==> src/design/dam_pkg.sv <==
// Shared constants and types for the dual converter output mux and power control.
package dam_pkg;

  // Clock period of the control logic.
  localparam int unsigned CLK_PERIOD_NS = 10;

  // Wake-up times, in their own unit, and derived cycle counts (least times round up).
  localparam int unsigned SHDN_WAKE_NS  = 20000;
  localparam int unsigned STBY_WAKE_NS  = 5500;
  localparam int unsigned DRV_WAKE_NS   = 5;
  localparam int unsigned SHDN_WAKE_CYC = (SHDN_WAKE_NS + CLK_PERIOD_NS - 1) / CLK_PERIOD_NS;
  localparam int unsigned STBY_WAKE_CYC = (STBY_WAKE_NS + CLK_PERIOD_NS - 1) / CLK_PERIOD_NS;
  localparam int unsigned DRV_WAKE_CYC  = (DRV_WAKE_NS + CLK_PERIOD_NS - 1) / CLK_PERIOD_NS;

  // Conversion geometry.
  localparam int unsigned SAMPLE_W      = 8;
  localparam int unsigned PIPE_STAGES   = 7;
  localparam int unsigned LAT_A_HALF    = 10;
  localparam int unsigned LAT_B_HALF    = 11;
  localparam logic [7:0]  CODE_OFFSET   = 8'h80;
  localparam logic [7:0]  BUS_RESET     = 8'h80;

  // Wake counter width.
  localparam int unsigned WAKE_CNT_W    = 16;

  // Power modes, coded as {power_select_low, power_select_high}.
  typedef enum logic [1:0] {
    DAM_SHUTDOWN = 2'b00,
    DAM_STANDBY  = 2'b01,
    DAM_IDLE     = 2'b10,
    DAM_NORMAL   = 2'b11
  } dam_mode_e;

  // Reference operating modes.
  typedef enum logic [1:0] {
    DAM_REF_INTERNAL = 2'b00,
    DAM_REF_BUFFERED = 2'b01,
    DAM_REF_UNBUF    = 2'b10
  } dam_ref_e;

endpackage

==> src/design/dam_pwr_if.sv <==
// Power status carried from the power sequencer to the conversion datapath.
`timescale 1ns/100ps
interface dam_pwr_if;
  import dam_pkg::*;
  logic ref_en;
  logic adc_en;
  logic clk_on;
  logic adc_on;
  logic drive_on;

  modport ctl (output ref_en, output adc_en, output clk_on, output adc_on, output drive_on);
  modport use_p (input ref_en, input adc_en, input clk_on, input adc_on, input drive_on);
endinterface

==> src/design/dam_power.sv <==
// Power-mode sequencer: wake-up timing for reference, converters and output drivers.
`timescale 1ns/100ps
module dam_power
  import dam_pkg::*;
#(
  parameter int unsigned UNBUF_WAKE_CYC = SHDN_WAKE_CYC
) (
  // Clock and reset
  input  wire logic clk,
  input  wire logic rst,
  input  wire logic ce,
  // Decoded controls
  input  wire dam_mode_e mode,
  input  wire logic      ref_unbuf,
  // Status out
  dam_pwr_if.ctl         pwr
);

  // Refuse a wake count that the counter cannot reach.
  if (UNBUF_WAKE_CYC < 1 || UNBUF_WAKE_CYC >= (1 << WAKE_CNT_W)) begin : g_bad_wake
    $error("dam_power: UNBUF_WAKE_CYC out of range");
  end

  logic                  ref_ok_r;
  logic                  adc_ok_r;
  logic                  drive_r;
  logic [WAKE_CNT_W-1:0] ref_cnt_r;
  logic [WAKE_CNT_W-1:0] adc_cnt_r;

  // RULE9 shutdown powers off
  wire ref_want = (mode != DAM_SHUTDOWN);
  // RULE11 standby keeps converters off
  wire adc_want = ref_ok_r && (mode == DAM_IDLE || mode == DAM_NORMAL);
  // RULE10 shutdown wake time
  wire [WAKE_CNT_W-1:0] ref_target = ref_unbuf ? WAKE_CNT_W'(UNBUF_WAKE_CYC - 1)
                                               : WAKE_CNT_W'(SHDN_WAKE_CYC - 1);
  wire ref_done = (ref_cnt_r == ref_target);
  // RULE11 standby wake time
  wire adc_done = (adc_cnt_r == WAKE_CNT_W'(STBY_WAKE_CYC - 1));
  // RULE12 driver start delay
  wire drive_nxt = adc_ok_r && (mode == DAM_NORMAL);

  always_ff @(posedge clk) begin
    if (rst) begin
      ref_ok_r  <= 1'b0;
      ref_cnt_r <= '0;
    end else if (ce) begin
      if (!ref_want) begin
        ref_ok_r  <= 1'b0;
        ref_cnt_r <= '0;
      end else if (!ref_ok_r) begin
        ref_ok_r  <= ref_done;
        ref_cnt_r <= ref_cnt_r + 1'b1;
      end
    end
  end

  always_ff @(posedge clk) begin
    if (rst) begin
      adc_ok_r  <= 1'b0;
      adc_cnt_r <= '0;
    end else if (ce) begin
      if (!adc_want) begin
        adc_ok_r  <= 1'b0;
        adc_cnt_r <= '0;
      end else if (!adc_ok_r) begin
        adc_ok_r  <= adc_done;
        adc_cnt_r <= adc_cnt_r + 1'b1;
      end
    end
  end

  // The driver delay is one cycle at this clock rate, so a single register serves.
  always_ff @(posedge clk) begin
    if (rst) begin
      drive_r <= 1'b0;
    end else if (ce) begin
      drive_r <= drive_nxt;
    end
  end

  assign pwr.ref_en   = ref_want;
  assign pwr.adc_en   = adc_want;
  assign pwr.clk_on   = ref_ok_r;
  assign pwr.adc_on   = adc_ok_r;
  assign pwr.drive_on = drive_r;

endmodule

==> src/design/dam_top.sv <==
// Dual-channel converter datapath: sampling, half-cycle pipeline, output mux and pin drive.
`timescale 1ns/100ps

// Overview of operation
// RULE1: each sample walks seven pipeline stages, one stage per half clock period.
// RULE2: first channel appears after 5 cycles, second channel after 5.5 cycles.
// RULE3: both channels are sampled together on each converter clock rising edge.
// RULE4: bus gets first channel on rising edges, second channel on falling edges.
// RULE5: channel flag follows the clock; high for first channel, low for second.
// RULE6: results are offset binary: signed input plus 128, zero gives 0x80.
// RULE7: +127 gives 255, -128 gives 0; +126, +1, -1 give 254, 129, 127.
// RULE8: power selects decode to shutdown, standby, idle or normal operation.
// RULE9: shutdown turns off converters, reference, clock distribution and tri-states outputs.
// RULE10: leaving shutdown takes about 20 us, unbuffered reference depends on drivers.
// RULE11: standby keeps reference and clocks, unpowers converters, wake takes 5.5 us.
// RULE12: idle runs everything but tri-states outputs; drivers start about 5 ns later.
// RULE13: when outputs become driven, the latest converted word is on the bus.
// RULE14: normal operation powers all sections and drives bus and channel flag.
// RULE15: reference level selects internal, buffered external or unbuffered external reference.
// RULE16: unbuffered reference mode disables the on-chip reference node buffers.
// RULE17: the clock source supplies a 50 percent plus or minus 10 percent duty cycle.
// RULE18: output latch holds its word while tri-stated so it reappears on enable; the code holds it only while stopped and keeps loading it in idle.
// RULE19: bus has eight lines, most significant bit on top, least on bottom.
module dam_top
  import dam_pkg::*;
#(
  parameter int unsigned UNBUF_WAKE_CYC = SHDN_WAKE_CYC,
  parameter int unsigned LAT_A          = LAT_A_HALF,
  parameter int unsigned LAT_B          = LAT_B_HALF
) (
  // System clock, reset and enable
  input  wire logic                clk,
  input  wire logic                rst,
  input  wire logic                ce,
  // Converter clock pin
  input  wire logic                conv_clk,
  // Held channel results, signed two's complement in LSB
  input  wire logic [SAMPLE_W-1:0] first_channel,
  input  wire logic [SAMPLE_W-1:0] second_channel,
  // Power select pins
  input  wire logic                power_select_low,
  input  wire logic                power_select_high,
  // Reference level comparator outputs
  input  wire logic                ref_level_high,
  input  wire logic                ref_level_low,
  // Shared output bus and channel flag
  output logic [SAMPLE_W-1:0]      sample_bus,
  output logic                     sample_bus_oe,
  output logic                     channel_flag,
  output logic                     channel_flag_oe,
  // Analog section controls
  output logic                     adc_power_en,
  output logic                     reference_power_en,
  output logic                     clock_dist_en,
  output logic                     ref_buffer_en,
  output logic [1:0]               reference_mode,
  output logic                     converter_ready
);

  // Refuse latencies that the two output taps cannot serve.
  if (LAT_A < 2 || LAT_B != LAT_A + 1) begin : g_bad_lat
    $error("dam_top: latencies must satisfy LAT_A >= 2 and LAT_B = LAT_A + 1");
  end
  if (LAT_B < PIPE_STAGES) begin : g_short_lat
    $error("dam_top: latency shorter than the pipeline");
  end

  localparam int unsigned DEPTH = LAT_B;

  // Input synchronisers. Stage one feeds stage two only.
  logic                cclk_s1_r;
  logic                cclk_s2_r;
  logic                cclk_s3_r;
  logic [SAMPLE_W-1:0] cha_s1_r;
  logic [SAMPLE_W-1:0] cha_s2_r;
  logic [SAMPLE_W-1:0] chb_s1_r;
  logic [SAMPLE_W-1:0] chb_s2_r;
  logic [1:0]          psel_s1_r;
  logic [1:0]          psel_s2_r;
  logic [1:0]          rlev_s1_r;
  logic [1:0]          rlev_s2_r;

  // Converter clock pin: two stages, then one edge-detect delay.
  always_ff @(posedge clk) begin
    if (rst) begin
      cclk_s1_r <= 1'b0;
    end else if (ce) begin
      cclk_s1_r <= conv_clk;
    end
  end

  always_ff @(posedge clk) begin
    if (rst) begin
      cclk_s2_r <= 1'b0;
    end else if (ce) begin
      cclk_s2_r <= cclk_s1_r;
    end
  end

  always_ff @(posedge clk) begin
    if (rst) begin
      cclk_s3_r <= 1'b0;
    end else if (ce) begin
      cclk_s3_r <= cclk_s2_r;
    end
  end

  // Channel words are synchronised bit by bit. A word that changes near the
  // sampling edge can be caught half old, half new, so the source must hold it.
  always_ff @(posedge clk) begin
    if (rst) begin
      cha_s1_r <= '0;
    end else if (ce) begin
      cha_s1_r <= first_channel;
    end
  end

  always_ff @(posedge clk) begin
    if (rst) begin
      cha_s2_r <= '0;
    end else if (ce) begin
      cha_s2_r <= cha_s1_r;
    end
  end

  always_ff @(posedge clk) begin
    if (rst) begin
      chb_s1_r <= '0;
    end else if (ce) begin
      chb_s1_r <= second_channel;
    end
  end

  always_ff @(posedge clk) begin
    if (rst) begin
      chb_s2_r <= '0;
    end else if (ce) begin
      chb_s2_r <= chb_s1_r;
    end
  end

  // Power select pins.
  always_ff @(posedge clk) begin
    if (rst) begin
      psel_s1_r <= DAM_SHUTDOWN;
    end else if (ce) begin
      psel_s1_r <= {power_select_low, power_select_high};
    end
  end

  always_ff @(posedge clk) begin
    if (rst) begin
      psel_s2_r <= DAM_SHUTDOWN;
    end else if (ce) begin
      psel_s2_r <= psel_s1_r;
    end
  end

  // Reference level comparators.
  always_ff @(posedge clk) begin
    if (rst) begin
      rlev_s1_r <= 2'h0;
    end else if (ce) begin
      rlev_s1_r <= {ref_level_high, ref_level_low};
    end
  end

  always_ff @(posedge clk) begin
    if (rst) begin
      rlev_s2_r <= 2'h0;
    end else if (ce) begin
      rlev_s2_r <= rlev_s1_r;
    end
  end

  // Converter clock edges, seen after synchronisation.
  wire cclk_rise = cclk_s2_r && !cclk_s3_r;
  wire cclk_fall = !cclk_s2_r && cclk_s3_r;

  // RULE8 power select decode
  wire dam_mode_e mode = dam_mode_e'(psel_s2_r);

  // RULE15 reference mode select
  wire dam_ref_e ref_sel = rlev_s2_r[1] ? DAM_REF_INTERNAL :
                           rlev_s2_r[0] ? DAM_REF_UNBUF    : DAM_REF_BUFFERED;
  wire ref_unbuf = (ref_sel == DAM_REF_UNBUF);

  dam_pwr_if pwr ();

  dam_power #(
    .UNBUF_WAKE_CYC (UNBUF_WAKE_CYC)
  ) u_power (
    .clk       (clk),
    .rst       (rst),
    .ce        (ce),
    .mode      (mode),
    .ref_unbuf (ref_unbuf),
    .pwr       (pwr.ctl)
  );

  // The pipeline only moves while clocks are distributed and the converters are awake.
  wire running = pwr.clk_on && pwr.adc_on;

  // RULE6 offset binary coding
  // RULE7 full-scale end codes
  wire [SAMPLE_W-1:0] code_a = SAMPLE_W'(cha_s2_r + CODE_OFFSET);
  wire [SAMPLE_W-1:0] code_b = SAMPLE_W'(chb_s2_r + CODE_OFFSET);

  // Half-cycle delay line of code pairs, first channel in the upper byte.
  logic [2*SAMPLE_W-1:0] pipe_r [DEPTH];
  wire                   step = running && (cclk_rise || cclk_fall);

  // RULE3 simultaneous sampling
  always_ff @(posedge clk) begin
    if (rst) begin
      pipe_r[0] <= {CODE_OFFSET, CODE_OFFSET};
    end else if (ce && running && cclk_rise) begin
      pipe_r[0] <= {code_a, code_b};
    end
  end

  // RULE1 half-period stage advance
  for (genvar i = 1; i < DEPTH; i++) begin : g_stage
    always_ff @(posedge clk) begin
      if (rst) begin
        pipe_r[i] <= {CODE_OFFSET, CODE_OFFSET};
      end else if (ce && step) begin
        pipe_r[i] <= pipe_r[i-1];
      end
    end
  end

  // RULE2 per-channel latency taps
  wire [SAMPLE_W-1:0] tap_a = pipe_r[LAT_A-1][2*SAMPLE_W-1:SAMPLE_W];
  wire [SAMPLE_W-1:0] tap_b = pipe_r[LAT_B-1][SAMPLE_W-1:0];

  // Output latch and channel flag.
  logic [SAMPLE_W-1:0] bus_r;
  logic                flag_r;

  // RULE4 edge-steered output mux
  wire [SAMPLE_W-1:0] bus_nxt  = cclk_rise ? tap_a : tap_b;
  // RULE5 flag tracks clock level
  wire                flag_nxt = cclk_rise;
  // RULE18 latch held while stopped
  wire                bus_load = running && (cclk_rise || cclk_fall);

  always_ff @(posedge clk) begin
    if (rst) begin
      bus_r <= BUS_RESET;
    end else if (ce && bus_load) begin
      bus_r <= bus_nxt;
    end
  end

  always_ff @(posedge clk) begin
    if (rst) begin
      flag_r <= 1'b0;
    end else if (ce && bus_load) begin
      flag_r <= flag_nxt;
    end
  end

  // Output enables and analog controls, all registered.
  logic oe_r;
  logic adc_pwr_r;
  logic ref_pwr_r;
  logic clk_dist_r;
  logic ref_buf_r;
  logic [1:0] ref_mode_r;
  logic ready_r;

  // RULE14 normal mode drives pins
  wire oe_nxt = pwr.drive_on && (mode == DAM_NORMAL);
  // RULE16 unbuffered disables buffers
  wire ref_buf_nxt = pwr.ref_en && !ref_unbuf;

  always_ff @(posedge clk) begin
    if (rst) begin
      oe_r <= 1'b0;
    end else if (ce) begin
      oe_r <= oe_nxt;
    end
  end

  always_ff @(posedge clk) begin
    if (rst) begin
      adc_pwr_r <= 1'b0;
    end else if (ce) begin
      adc_pwr_r <= pwr.adc_en;
    end
  end

  always_ff @(posedge clk) begin
    if (rst) begin
      ref_pwr_r <= 1'b0;
    end else if (ce) begin
      ref_pwr_r <= pwr.ref_en;
    end
  end

  always_ff @(posedge clk) begin
    if (rst) begin
      clk_dist_r <= 1'b0;
    end else if (ce) begin
      clk_dist_r <= pwr.ref_en;
    end
  end

  always_ff @(posedge clk) begin
    if (rst) begin
      ref_buf_r <= 1'b0;
    end else if (ce) begin
      ref_buf_r <= ref_buf_nxt;
    end
  end

  always_ff @(posedge clk) begin
    if (rst) begin
      ref_mode_r <= DAM_REF_INTERNAL;
    end else if (ce) begin
      ref_mode_r <= ref_sel;
    end
  end

  always_ff @(posedge clk) begin
    if (rst) begin
      ready_r <= 1'b0;
    end else if (ce) begin
      ready_r <= running;
    end
  end

  // RULE13 latest word shown on enable
  // RULE19 bit 7 is the most significant
  assign sample_bus         = bus_r;
  // RULE9 outputs tri-stated unless driven
  // RULE12 idle keeps outputs off
  assign sample_bus_oe      = oe_r;
  assign channel_flag       = flag_r;
  assign channel_flag_oe    = oe_r;
  assign adc_power_en       = adc_pwr_r;
  assign reference_power_en = ref_pwr_r;
  assign clock_dist_en      = clk_dist_r;
  assign ref_buffer_en      = ref_buf_r;
  assign reference_mode     = ref_mode_r;
  assign converter_ready    = ready_r;

endmodule

==> config.mk <==
export PLATFORM = sky130hd
export DESIGN_NAME = dam_top
export DESIGN_NICKNAME = d
export VERILOG_FILES = /design/src/design/dam_pkg.sv /design/src/design/dam_pwr_if.sv /design/src/design/dam_power.sv /design/src/design/dam_top.sv
export SDC_FILE = /design/constraint.sdc
export NUM_CORES = 1
export LEC_CHECK = 0
export ABC_AREA = 1
export BUFFER_PORTS_ARGS = -buffer_cell sky130_fd_sc_hd__buf_2
export CORE_ASPECT_RATIO = 1.2
export CORE_UTILIZATION = 45
export CTS_CLUSTER_DIAMETER = 200
export CTS_CLUSTER_SIZE = 8
export DETAILED_ROUTE_END_ITERATION = 10
export GPL_TIMING_DRIVEN = 0
export SLEW_MARGIN = 30
export SYNTH_ARGS = -nofsm -noshare
export SYNTH_HDL_FRONTEND = slang
export SYNTH_SLANG_ARGS = --single-unit
==> constraint.sdc <==
create_clock -name clk -period 9.1 [get_ports clk]
set_input_delay 0.455 -clock clk [delete_from_list [all_inputs] [get_ports clk]]
set_output_delay 0.455 -clock clk [all_outputs]
set_load 0.05 [all_outputs]
# After elaboration in Yosys (flattened, before gate mapping)
# Memories as Yosys holds them, arrays and structs flattened.
# Cells that the tools add are included.
[word_totals]
register_bits = 94
ram_bits = 176
input_bits = 24
out_inout_bits = 18
n_memories = 1
[op_classes]
add_sub_neg = 4
eq_ne = 7
mux = 30
bitwise = 11
reduce_logical = 19
[memory_table]
columns = ["name", "depth", "word_bits", "read_ports", "rd_clocked_by_memory_dff", "write_ports", "line", "rtl"]
rows = [
  ["pipe_r", 11, 16, 11, 0, 11, "dam_top.sv:210", "logic [2*SAMPLE_W-1:0] pipe_r [DEPTH];"],
]
[op_table]
columns = ["operator", "count"]
rows = [
  ["16-bit two-way mux", 15],
  ["16-bit by 1-bit adder with 16-bit output (second input constant)", 2],
  ["8-bit adder (second input constant)", 2],
  ["16-bit by 10-bit equality test with 1-bit output (second input constant)", 1],
  ["16-bit by 11-bit equality test with 1-bit output (second input constant)", 1],
  ["1-bit two-way mux", 12],
  ["1-bit logical AND", 11],
  ["1-bit OR", 11],
  ["8-bit two-way mux", 1],
  ["2-bit equality test (second input constant)", 3],
  ["2-bit two-way mux", 2],
  ["2-bit inequality test (second input constant)", 2],
  ["2-bit AND reduction", 2],
  ["1-bit logical NOT", 3],
  ["1-bit logical OR", 2],
  ["2-bit nonzero test", 1],
]

# Depth between registers and ports, before layout
[depth]
ltp_word = 9
depth_mapped = 10

# Modules after synthesis
# From an unflattened synthesis, not the netlist that was laid out.
[unflattened]
cells_unflattened = 1105
hier_area_um2 = 10886.7
[by_module_without_submodules]
columns = ["mod", "instances", "cells_per_inst", "area_per_inst_um2", "seq_area_each_um2"]
rows = [
  ["dam_top", 1, 804, 8899.8, 6226.0],
  ["dam_power", 1, 301, 1986.9, 700.7],
]

# Worst setup path after synthesis
# No wires, ideal clock.
[synth_path]
path_kind = "input-to-reg"
startpoint = "in rst"
endpoint = "mem pipe_r[10][0] (netlist name), enable pin"
t_arrival_ns = 3.504
required_time_ns = 7.822
setup_slack_ns = 4.319
cell_stages = 4
path_cell_list = "buf_2 -> inv_1 -> clkbuf_1 -> nand2_1"
[synth_rtl]
columns = ["element", "line", "rtl"]
rows = [
  ["start, declared", "dam_top.sv:33", "input wire logic rst,"],
  ["end, declared", "dam_top.sv:210", ""],
]

==> implementation parameters <==
Parameter                              Value

CTS
  CTS tree    built
  Hold-fix buffers, CTS    0
  Post-CTS Resized    0
  CTS HTree Levels    2
  Number of setup buffers added after CTS    0
  Clock transition at path regs    0.05 ns
  Sink count of the clock tree    262
  Clk root buf    clkbuf_16
  Number of buffers created by CTS    38
  Max Buffers Root-to-Sink    3
  Latest clock arrival within the worst-skew pair    roughly 0.5 ns

STA
  Achievable frequency    approximately 0.45 GHz
  Final Max Slew Viols    0
  Hold Violations, Final    0
  Worst relative slew slack    between 50% and 60%
  Worst-margin pin slew    ~0.66 ns
  Unrepaired setup endpoints after global routing    no
  Final cycle utilization of the critical path    about a quarter
  Setup WS post-layout    just under 7 ns
  Max Clock Skew    about 0.011 ns
  Shortest period the worst path allows    2.20 ns
  Final total negative setup slack    0 ns
  Total of endpoints with negative setup slack in the final report    0

Flow run
  Max-cap violations    0

Setup path
  Type of the worst setup path    in -> reg
  Sum of buffers and inverters on the critical path    4
  Library cell contributing the largest single delay on the critical path    nand2_1
  Depth of the most critical reg-to-reg path    7
  Worst R2R End    pipe_r[7][4]
  Critical path peak fanout    16
  Startpoint type of the worst setup path    input pin
  Cells along the critical path    buf_2 -> inv_1 -> clkbuf_1 -> clkbuf_1 -> nand2_1
  Longest individual stage delay on the worst path    ~0.52 ns
  CP endpoint kind    register
  Most prevalent standard cell on the critical path    clkbuf_1
  R2R setup slack    around 7.1 ns
  Launching point of the worst reg2reg path    u_power.pwr.clk_on
  Data arrival, critical path    2.29 ns
  Cell type group with the largest total delay on the critical path    buffers and inverters
  Data required time of the worst path    between 9 and 10 ns

Yosys
  Combined area of all synthesized cells    about 11,000 um2
  Number of warnings reported in the yosys synthesis log    0
  Share of the synthesized area in compound gates (AO/OA/AOI/OAI)    5.28%
  Predominant post-synthesis flop cell    edfxtp_1
  Number of unique standard cell types used by synthesis    31
  Synth Net Count    ~1,100
  Mux share of post-synthesis cell area    less than 1%
  Top post-synthesis cells by area    edfxtp_1 45%, dfxtp_1 17%, nor2_4 10%
  Area leader, netlist    edfxtp_1
  Adder-cell share of the synthesized area    less than 1%
  EDFF count, synth    approximately 170
  Xor/xnor share of the synthesized area    0%
  Syn Inst Count    between 1,000 and 1,500
  Dominant combinational cell family by area after synthesis    simple AND/OR/NAND/NOR gates
  Share of synthesized cell area in and, or, nand and nor gates    roughly 22%
  Synth Register Bits    262
  Share of the synthesized area in the top cell type    between 40% and 50%
  Mean instance size in the synthesized netlist    roughly 11 um2
  Sequential share of the synthesized area    about three fifths
  Share of async-settable or async-resettable flops after synthesis    0%

Hold path
  Beginning of the worst hold path    ref_level_high
  Worst Hold Endpoint    rlev_s1_r[1]
  Hold Crit Depth    3
  Hold WC Path Type    in -> reg

Finish
  FILL cells    2,159
  Count of inserted antenna diode cells    0
  Finished layout cell area    approximately 13,000 um2
  Area used by sequential logic in the layout    around 7000 um2
  Post-route insts no fill    1,480
  Ratio of cells with drive above 1 in the final layout    18.4%
  Layout overhead on the synthesized area    15.7%
  Multi-input gate area in the final layout    ~3200 um2
  Final #Nets    approximately 1,200
  Final cell utilization of the core    53.7%

Global route
  Number of global-route vias before repair    6,499
  Wire length of the first global-routing pass    ~30 mm
  Overall routing resource usage    14.5%
  Maximum number of pins on one net before global-route repair    52
  Number of antenna violations at the first check in global routing    0
  Residual overflow from global routing    0

Placed design
  Placed instance count    ~1,400
  Port Buf Inserts    40
  Post-DP HPWL    around 12 mm
  Routability congestion estimate from global placement    slightly below 0.8
  Area post-placement    between 10,000 and 15,000 um2
  DP Worst Slack    about 6.3 ns

Detailed routing
  Routed length per instance    ~12 um
  Detailed router's first-iteration violation count    ~270
  DR pass1 iterations    4
  Vias per cell    about 4.5
  Total wirelength of the detailed-routed design    between 15 and 20 mm
  Via count    roughly 6,700
  Residual DRC count    0
  Remaining antenna violation count after routing    0

Floorplanning
  Floorplan die area    approximately 26,000 um2
  Cell Rows    between 60 and 70
  Die Y    175 um
  I/O pins    42
  Initial Utilization    a little under half
  Width of the die    146 um
  Core Region    roughly 24,000 um2

Pwr
  Maximum ir drop on the vdd rail    between 100 and 150 uV
  Static leakage    roughly 0.0048 uW
  Power per cell area    just over 200 nW/um2

Status
  Run status    completed
-- worst max path at each step --
stage,to,slack (ns),cells after the start,start
global placement,pipe_r[10][4],2.32,4,rst
detailed placement,pipe_r[0][4],6.30,5,rst
floorplan,pipe_r[10][0],4.32,4,rst
CTS,pipe_r[0][4],6.83,5,rst
global route,pipe_r[0][5],6.75,5,rst
finish,pipe_r[0][4],6.90,5,rst
-- routing by layer --
layer / vias to the layer above / part of all wire (%) / global-route usage (%)
li1: 3484 / - / -
met1: 3121 / 42 / 16.8
met2: 90 / 51 / 26.1
met3: 25 / 4.3 / 3.39
met4: 0 / 1.8 / 4.86
met5: - / 0 / 0
-- power by group --
group	switching, uW	internal, uW
combinational	71.9	26.6
sequential	11.9	1300
clock	471	799
total	555	2130
-- synthesized netlist by cell type (2+ instances only) --
cell type	number
inv_1	197
edfxtp_1	168
nor2_1	165
nor2_4	101
dfxtp_1	94
nand2_1	88
o21ai_0	66
a21oi_1	42
nand3_1	30
clkbuf_1	19
or2_1	19
buf_12	10
mux2i_1	8
nand4_1	8
buf_2	7
nor3_1	5
ha_1	4
inv_2	3
a211oi_1	2
buf_4	2
nor2_2	2
o211ai_1	2
o21bai_1	2
-- state kept, by name (all words and copies together) (netlist names), 2 cells and up --
register,flops
cha_s1_r,8
cha_s2_r,8
chb_s1_r,8
chb_s2_r,8
mode,2
pipe_r,168
psel_s1_r,2
reference_mode,2
rlev_s1_r,2
rlev_s2_r,2
sample_bus,8
u_power.adc_cnt_r,16
u_power.ref_cnt_r,16
-- cell type report --
class,instances,area share (%)
sequential,262,53.3
tap,320,3.08
inverter,201,5.81
clock buffer,64,8.31
timing repair buffer,43,2.06
buffer,40,2.68
multi-input combinational,549,24.6
clock inverter,1,0.0674
-- cell usage in the layout, fill, tap and decap left out, drive strengths merged --
cell	n
buf	64
nand4	8
o211ai	2
or2	20
o21ai	66
clkinv	1
o21a	1
nand2	89
nand3	30
nor3b	1
inv	201
ha	4
edfxtp	168
a21oi	42
mux2i	8
o21bai	2
dfxtp	94
nor2	268
and2	1
nor3	5
a211oi	2
clkbuf	83
-- metrics by stage --
step                      hold slack [ns]  power (uW)
after floorplan                     0.430        1410
after global placement              0.444        1440
after CTS                           0.156        2720
after detailed placement            0.448        1430
final                               0.180        2680
after global routing                0.174        2780
-- kinds of logic (layout without fill, tap and decap cells) --
logic type | after synthesis | after routing
AND/OR/NAND/NOR | 422 | 422
flip-flops | 262 | 262
buffers and inverters | 241 | 349
AO/OA/AOI/OAI | 115 | 115
multiplexers | 8 | 8
adder cells (fa/ha/maj) | 4 | 4
-- worst register-to-register path, delay by kind of cell, from the launching register on --
kind                   cells  cell delay (ns)
buffers and inverters      4             0.65
and+or+nand+nor            3             0.68
DFF                        1             0.36
No activity file was read; power rests on OpenSTA's default activity.
